`src/hw/bar_width_pkg.sv`:
```
// constants and types shared by the bar width capture block
// assumes a single 25 MHz system clock and a synchronous scanner input
package bar_width_pkg;
	localparam int          COUNT_W       = 16;
	localparam int          FIFO_AW       = 8;
	localparam logic [15:0] END_MARK      = 16'h00FF;
	localparam logic [15:0] COUNT_MAX     = 16'hFFFF;
	localparam logic [15:0] COUNT_ONE     = 16'h0001;
	localparam logic [15:0] COUNT_ZERO    = 16'h0000;
	localparam int          CLK_HZ        = 25000000;
	localparam int          END_SCAN_NS   = 100000;
	localparam int          END_SCAN_CYC  = (END_SCAN_NS / 1000) * (CLK_HZ / 1000000);
	localparam logic        LEVEL_BLACK   = 1'b1;

	typedef enum logic [1:0] {
		ST_IDLE  = 2'b00,
		ST_LABEL = 2'b01,
		ST_MARK  = 2'b11
	} scan_state_t;
endpackage : bar_width_pkg

```
`src/hw/bar_width_capture.sv`:
```
// bar and space width capture with width FIFO for the host
// assumes SCAN_IN and host strobes are synchronous to CLK_SYS
//
// Notes on behaviour
// black and white areas are timed by two separate resettable 16-bit up counters.
// scanner transitions are found by registering the signal on the master clock and comparing.
// counters run on the master clock, here CLK_SYS, with no enable.
// a width word is written only after its area has ended, never while it is measured.
// FIFO address counters advance only per completed word, not per clock.
// at the end of a scan an FF hex end-of-label word is written into the FIFO.
// an interrupt is raised on end of label or end of scan, each selectable.
// the host reads raw black and white widths from the FIFO and normalizes them itself.
// on each transition the ended area's count is captured, its counter cleared, the other started; here captured only in ST_LABEL with FIFO room.
`timescale 1ns/100ps
`default_nettype none
module bar_width_capture
	import bar_width_pkg::*;
#(
	parameter int COUNT_BITS = COUNT_W,
	parameter int ADDR_BITS  = FIFO_AW,
	parameter int SCAN_GAP   = END_SCAN_CYC
) (
	input  wire logic                  CLK_SYS,
	input  wire logic                  RST_B,
	input  wire logic                  SCAN_IN,
	input  wire logic                  SCAN_DONE,
	input  wire logic                  IRQ_ON_LABEL,
	input  wire logic                  IRQ_ON_SCAN,
	input  wire logic                  RD_REQ,
	input  wire logic                  IRQ_ACK,
	output var  logic [COUNT_BITS-1:0] RD_DATA,
	output var  logic                  RD_VALID,
	output var  logic                  FIFO_EMPTY,
	output var  logic                  FIFO_FULL,
	output var  logic                  IRQ
);
	// ==========================================
	// edge detection
	logic       scan_q;
	logic       scan_prev;
	logic       edge_seen;

	always_ff @(posedge CLK_SYS or negedge RST_B) begin
		if (!RST_B) begin
			scan_q    <= 1'b0;
			scan_prev <= 1'b0;
		end else begin
			scan_q    <= SCAN_IN;
			scan_prev <= scan_q;
		end
	end
	assign edge_seen = scan_q ^ scan_prev;

	// ==========================================
	// area counters
	logic [COUNT_BITS-1:0] black_cnt;
	logic [COUNT_BITS-1:0] white_cnt;
	logic [COUNT_BITS-1:0] gap_cnt;
	logic                  scan_end;
	scan_state_t           state;
	logic                  fifo_full_int;

	// saturate rather than wrap, so an overlong area reads as maximum
	always_ff @(posedge CLK_SYS or negedge RST_B) begin
		if (!RST_B) begin
			black_cnt <= COUNT_ZERO;
			white_cnt <= COUNT_ZERO;
		end else if (edge_seen) begin
			black_cnt <= (scan_q == LEVEL_BLACK) ? COUNT_ONE : COUNT_ZERO;
			white_cnt <= (scan_q == LEVEL_BLACK) ? COUNT_ZERO : COUNT_ONE;
		end else if (scan_prev == LEVEL_BLACK) begin
			if (black_cnt != COUNT_MAX) black_cnt <= black_cnt + COUNT_ONE;
		end else begin
			if (white_cnt != COUNT_MAX) white_cnt <= white_cnt + COUNT_ONE;
		end
	end

	// quiet white time after a label also ends the scan
	always_ff @(posedge CLK_SYS or negedge RST_B) begin
		if (!RST_B) begin
			gap_cnt <= COUNT_ZERO;
		end else if (edge_seen || state != ST_LABEL) begin
			gap_cnt <= COUNT_ZERO;
		end else if (gap_cnt != COUNT_MAX) begin
			gap_cnt <= gap_cnt + COUNT_ONE;
		end
	end
	assign scan_end = SCAN_DONE || (gap_cnt == COUNT_BITS'(SCAN_GAP));

	// ==========================================
	// label sequencing
	always_ff @(posedge CLK_SYS or negedge RST_B) begin
		if (!RST_B) begin
			state <= ST_IDLE;
		end else begin
			case (state)
				ST_IDLE: begin
					if (edge_seen && scan_q == LEVEL_BLACK) state <= ST_LABEL;
				end
				ST_LABEL: begin
					if (scan_end) state <= ST_MARK;
				end
				ST_MARK: begin
					if (!fifo_full_int) state <= ST_IDLE;
				end
				default: state <= ST_IDLE;
			endcase
		end
	end

	// ==========================================
	// FIFO write side
	logic [ADDR_BITS:0]    wr_ptr;
	logic [ADDR_BITS:0]    rd_ptr;
	logic                  wr_en;
	logic [COUNT_BITS-1:0] wr_word;
	logic                  fifo_empty_int;
	logic                  mark_write;

	assign fifo_full_int  = (wr_ptr[ADDR_BITS] != rd_ptr[ADDR_BITS]) &&
	                        (wr_ptr[ADDR_BITS-1:0] == rd_ptr[ADDR_BITS-1:0]);
	assign fifo_empty_int = (wr_ptr == rd_ptr);
	assign mark_write     = (state == ST_MARK) && !fifo_full_int;

	// the first edge of a label opens the first bar; nothing has ended yet
	always_comb begin
		wr_en   = 1'b0;
		wr_word = COUNT_ZERO;
		if (mark_write) begin
			wr_en   = 1'b1;
			wr_word = END_MARK;
		end else if (state == ST_LABEL && edge_seen && !fifo_full_int) begin
			wr_en   = 1'b1;
			wr_word = (scan_prev == LEVEL_BLACK) ? black_cnt : white_cnt;
		end
	end

	always_ff @(posedge CLK_SYS or negedge RST_B) begin
		if (!RST_B) begin
			wr_ptr <= '0;
		end else if (wr_en) begin
			wr_ptr <= wr_ptr + 1'b1;
		end
	end

	// ==========================================
	// FIFO read side, host drains raw widths
	logic                  rd_take;
	logic [COUNT_BITS-1:0] mem_q;

	assign rd_take = RD_REQ && !fifo_empty_int;

	always_ff @(posedge CLK_SYS or negedge RST_B) begin
		if (!RST_B) begin
			rd_ptr <= '0;
		end else if (rd_take) begin
			rd_ptr <= rd_ptr + 1'b1;
		end
	end

	width_fifo_mem #(
		.DATA_W (COUNT_BITS),
		.ADDR_W (ADDR_BITS)
	) u_mem (
		.clk     (CLK_SYS),
		.wr_en   (wr_en),
		.wr_addr (wr_ptr[ADDR_BITS-1:0]),
		.wr_data (wr_word),
		.rd_addr (rd_ptr[ADDR_BITS-1:0]),
		.rd_data (mem_q)
	);

	logic rd_pend;
	always_ff @(posedge CLK_SYS or negedge RST_B) begin
		if (!RST_B) begin
			rd_pend  <= 1'b0;
			RD_VALID <= 1'b0;
			RD_DATA  <= COUNT_ZERO;
		end else begin
			rd_pend  <= rd_take;
			RD_VALID <= rd_pend;
			if (rd_pend) RD_DATA <= mem_q;
		end
	end

	always_ff @(posedge CLK_SYS or negedge RST_B) begin
		if (!RST_B) begin
			FIFO_EMPTY <= 1'b1;
			FIFO_FULL  <= 1'b0;
		end else begin
			FIFO_EMPTY <= fifo_empty_int;
			FIFO_FULL  <= fifo_full_int;
		end
	end

	// ==========================================
	// interrupt, new event wins over acknowledge
	logic irq_event;
	assign irq_event = (mark_write && IRQ_ON_LABEL) ||
	                   (state == ST_LABEL && scan_end && IRQ_ON_SCAN);

	always_ff @(posedge CLK_SYS or negedge RST_B) begin
		if (!RST_B) begin
			IRQ <= 1'b0;
		end else if (irq_event) begin
			IRQ <= 1'b1;
		end else if (IRQ_ACK) begin
			IRQ <= 1'b0;
		end
	end

	// ==========================================
	// checks
	a_mark_written: assert property (@(posedge CLK_SYS) disable iff (!RST_B)
		mark_write |-> wr_word == END_MARK ##1 (state == ST_IDLE && wr_ptr == $past(wr_ptr) + 1'b1))
		else $error("end mark not written");
	a_no_write_idle: assert property (@(posedge CLK_SYS) disable iff (!RST_B)
		(state == ST_IDLE) |-> !wr_en)
		else $error("write outside label");
	a_ptr_step: assert property (@(posedge CLK_SYS) disable iff (!RST_B)
		!wr_en |=> $stable(wr_ptr))
		else $error("write pointer moved without word");
	a_count_clear: assert property (@(posedge CLK_SYS) disable iff (!RST_B)
		edge_seen |=> (black_cnt == COUNT_ZERO) != (white_cnt == COUNT_ZERO))
		else $error("counter not restarted on edge");
	a_black_runs: assert property (@(posedge CLK_SYS) disable iff (!RST_B)
		(!edge_seen && scan_prev == LEVEL_BLACK && black_cnt < COUNT_MAX) |=>
		black_cnt == $past(black_cnt) + COUNT_ONE)
		else $error("black counter stalled");
	a_white_hold: assert property (@(posedge CLK_SYS) disable iff (!RST_B)
		(!edge_seen && scan_prev == LEVEL_BLACK) |=> $stable(white_cnt))
		else $error("white counter ran in black area");
	a_edge_seen: assert property (@(posedge CLK_SYS) disable iff (!RST_B)
		(scan_q != $past(scan_q)) |-> edge_seen)
		else $error("edge missed");
	a_irq_label: assert property (@(posedge CLK_SYS) disable iff (!RST_B)
		(mark_write && IRQ_ON_LABEL) |=> IRQ)
		else $error("label interrupt missing");
	a_read_valid: assert property (@(posedge CLK_SYS) disable iff (!RST_B)
		rd_take |-> ##2 RD_VALID)
		else $error("read data late");

	c_label: cover property (@(posedge CLK_SYS) disable iff (!RST_B) mark_write);
	c_width: cover property (@(posedge CLK_SYS) disable iff (!RST_B) wr_en && !mark_write);
	c_full:  cover property (@(posedge CLK_SYS) disable iff (!RST_B) fifo_full_int);
	c_irq:   cover property (@(posedge CLK_SYS) disable iff (!RST_B) IRQ && IRQ_ACK);
endmodule : bar_width_capture
`default_nettype wire

```
`src/hw/width_fifo_mem.sv`:
```
// word memory holding captured widths until the host drains them
// assumes one writer and one reader in the same clock domain
`timescale 1ns/100ps
`default_nettype none
module width_fifo_mem #(
	parameter int DATA_W = 16,
	parameter int ADDR_W = 8
) (
	input  wire logic              clk,
	input  wire logic              wr_en,
	input  wire logic [ADDR_W-1:0] wr_addr,
	input  wire logic [DATA_W-1:0] wr_data,
	input  wire logic [ADDR_W-1:0] rd_addr,
	output var  logic [DATA_W-1:0] rd_data
);
	logic [DATA_W-1:0] mem [0:(1<<ADDR_W)-1];

	always_ff @(posedge clk) begin
		if (wr_en) begin
			mem[wr_addr] <= wr_data;
		end
	end

	always_ff @(posedge clk) begin
		rd_data <= mem[rd_addr];
	end
endmodule : width_fifo_mem
`default_nettype wire

```
`config.mk`:
```
export PLATFORM = sky130hd
export DESIGN_NAME = bar_width_capture
export DESIGN_NICKNAME = d
export VERILOG_FILES = /design/src/hw/bar_width_pkg.sv /design/src/hw/bar_width_capture.sv /design/src/hw/width_fifo_mem.sv
export SDC_FILE = /design/constraint.sdc
export NUM_CORES = 2
export LEC_CHECK = 0
export BUFFER_PORTS_ARGS = -buffer_cell sky130_fd_sc_hd__buf_2
export CAP_MARGIN = 25
export CORE_ASPECT_RATIO = 0.5
export CORE_MARGIN = 8
export CORE_UTILIZATION = 29
export DETAILED_ROUTE_END_ITERATION = 12
export PLACE_DENSITY = 0.4
export SLEW_MARGIN = 10
export SYNTH_ARGS = -nofsm -noshare
export SYNTH_HDL_FRONTEND = slang
export SYNTH_SLANG_ARGS = --single-unit
```
`constraint.sdc`:
```
create_clock -name CLK_SYS -period 29.4 [get_ports CLK_SYS]
set_clock_uncertainty 0.05 [all_clocks]
set_input_delay 7.35 -clock CLK_SYS [delete_from_list [all_inputs] [get_ports CLK_SYS]]
set_output_delay 7.35 -clock CLK_SYS [all_outputs]
set_load 0.02 [all_outputs]
```
==> results.md <==
- Synthesized area: 163000 sq um
- Slew headroom: 3.554%
- Syn Nets: 7532
- Syn Area/Cell: 21.70 sq um
- Net Sw Power: 6160 uW
- Pin slew with the least headroom to its limit: 1.447 ns
- Initial DRC Count: 9068
- Count of final hold-check violations: 0
- Crit Path Max Fanout: 1
- I/O Pins: 28
- Routed length per instance: 34.30 um
- Sw Share: 34.77%
- Largest net degree at the start of global routing: 201
- Crit-path max cell delay: 0.51 ns
- Port Buffers: 27
- Initial antenna violation count: 50
- Post-DP HPWL: 320.1 mm
- Tot GR Track Use: 17.89%
- Family with the most delay on the worst path: flip-flops
- Worst min path class: flip-flop to flip-flop
- CP cell instances: buf_2
- Post-CTS setup buffers: 0
- Power Dens Cells: 94.18 nW/um^2
- Fmax: 109.6 MHz
- Worst R2R Setup Slack: 21.86 ns
- Layout overhead on the synthesized area: 15.37%
- CTS H-tree lvls: 5
- Seq pwr share: 39.2%
- Top area cells in the synthesized netlist: edfxtp_1 75%, mux4_2 14%, mux2i_1 2.2%
- Core box area: 559300 sq um
- Die area: 587800 sq um
- Filler Cell Count: 52630
- Die span in x: 1.076 mm
- Pleak: 0.05914 uW
- Final antenna-violating net count: 0
- CP arrival: 1.73 ns
- Share of cells above drive strength 1: 28.71%
- Seq cells post-synth: 4203
- CP startpoint kind: flip-flop
- Design area: 188100 sq um
- Asr flop ratio synth: 2.165%
- Max Slew Vio Count: 0
- Die H: 546.2 um
- Final setup viols: 0
- Clk pwr share: 30.1%
- GPL Wtd Cong: 0.7875
- Synth area leader: edfxtp_1
- Clk root buf: clkbuf_16
- Clock-pin slew on the worst setup and hold paths: 0.07 ns
- Post-CTS sizing: 0
- Via count: 80590
- Vias per cell: 5.105
- Post-synthesis cell type count: 76
- Syn Inst Count: 7512
- Initial Util: 29.15%
- WL final: 541.4 mm
- Number of remaining DRC errors: 0
- Sequential area share after synthesis: 77.04%
- Synth warn: 0
- Clock latency on the worst-skew pair: 1.06 ns
- CTS Buffer Depth: 4
- Synth top area share: 75.45%
- Setup crit end kind: output port
- Via count of the first global-routing pass: 80670
- Combinational Power Share: 30.7%
- Final worst path period share: 31.04%
- Placed Area: 174700 sq um
- Inserted Clock Buffers: 411
- Pre-antenna DRT Iters: 6
- Rows: 194
- # nets final: 8002
- CTS tree: built
- CP Class: flip-flop to output port
- Worst path slowest cell: dfstp_2
- Hold Buf Count CTS: 0
- Internal power: 11550 uW
- VDD IR-drop max: 0.08585 mV
- Top FF cell, synth: edfxtp_1
- RSZ-0062 raised after global routing: false
- Clock Sinks: 4203
- CP bufs+invs: 1
- Critical Path RT: 22.00 ns
- Status: finished clean
- Gr ovfl total: 0
- First-pass GRT wire length: 731.6 mm
- Crit path time final: 9.126 ns
- Final setup TNS: 0 ns
- Max Cap Viol: 0
- Number of synthesized flops with an enable pin: 4096
logic make-up (layout without fill, tap and decap cells):
logic type      after synthesis  count (layout)  synth area share [%]
compound gates              611             611                 2.544
xor+xnor                     50              50                0.2686
fa+ha+maj                    12              12               0.09210
buf+inv                     461            1274                 1.722
flops                      4203            4203                 77.04
mux                        1394            1394                 16.26
other cells                   0              13                     0
simple gates                781             781                 2.065
synthesized netlist by cell type, drive strengths merged (20+ instances only):
master and instances:
nor2 374, o21ai 125, nor2b 20, nand2 212, a211oi 20, xnor2 25
nor3 20, o221ai 56, edfxtp 4096, a221oi 80, buf 280, o22ai 34
a22oi 36, a21oi 140, nand3 57, xor2 25, mux2 39, dfrtp 90
clkbuf 157, a31oi 21, mux2i 355, mux4 1000, inv 22
flip-flops by register name, summed over array words and instances, names as in the netlist:
name,count
u_mem.rd_data,16
FIFO_EMPTY,1
IRQ,1
white_cnt,16
rd_ptr,9
scan_q,1
gap_cnt,16
black_cnt,16
wr_ptr,9
rd_pend,1
state,2
scan_prev,1
RD_DATA,16
FIFO_FULL,1
RD_VALID,1
u_mem.mem,4096
final cells by class:
cell class                      instances  area [sq um]  share of cell area, %
Sequential cell                      4203        125600                  66.79
Tap cell                             7448          9319                  4.955
Antenna cell                           13         32.53                0.01730
Multi-Input combinational cell       2848         35910                  19.09
Clock buffer                          524         10960                  5.827
Clock inverter                        232          2196                  1.168
Inverter                               24         107.6                0.05721
Timing Repair Buffer                  494          3935                  2.092
final timing paths:
check | startpoint | end | depth (start not counted)
worst max-delay path | FIFO_EMPTY$_DFF_PN1_ | FIFO_EMPTY | 1
worst min-delay path | RD_DATA[11]$_DFFE_PN0P_ | RD_DATA[11]$_DFFE_PN0P_ | 1
worst max register to register | rd_ptr[0]$_DFFE_PN0P_ | u_mem.rd_data[1]$_DFF_P_ | 12
worst min register to register | RD_DATA[11]$_DFFE_PN0P_ | RD_DATA[11]$_DFFE_PN0P_ | 1
max in group asynchronous | RST_B | state[1]$_DFFE_PN0P_ | 2
min in group asynchronous | RST_B | RD_DATA[3]$_DFFE_PN0P_ | 1
power groups by stage:
stage	Clock [uW]	Sequential [uW]	Combinational [uW]
after CTS	5460	6950	5470
final	5330	6950	5440
after global routing	5670	6950	5650
after global placement	0	7080	5440
after detailed placement	0	7080	5460
after floorplan	0	7170	3010
metrics by stage:
step                      setup slack [ns]  std cells  hold WS, ns  utilization, %  total power, uW
final                                20.27      15790       0.4517           33.63            17710
after CTS                            20.16      15760       0.4501           33.59            17880
after global placement               20.50      14980       0.4362           31.19            12520
after floorplan                      15.16       7512       0.3019               -            10180
after detailed placement             20.49      15000       0.4337           31.24            12540
after global routing                 20.20      15770       0.4655           33.62            18270
routing by layer:
layer	track usage (%)	wire length [um]	vias to the layer above
met5	0	46	-
li1	-	-	32520
met3	3.905	37950	583
met4	3.357	10810	8
met2	27.43	243200	2555
met1	26.26	249400	44930
placed cells by master, fill, tap and decap left out, drive strengths merged, types with 34 or more instances in the layout:
cell type | synthesis | final
mux4 | 1000 | 1000
nand2 | 212 | 212
mux2 | 39 | 39
a22oi | 36 | 36
bufinv | 0 | 37
edfxtp | 4096 | 4096
nand3 | 57 | 57
dfrtp | 90 | 90
mux2i | 355 | 355
o221ai | 56 | 56
clkbuf | 157 | 527
buf | 280 | 490
o22ai | 34 | 34
nor2 | 374 | 374
o21ai | 125 | 125
clkinv | 2 | 183
inv | 22 | 36
a21oi | 140 | 140
a221oi | 80 | 80
(Power assumes the default switching activity.)
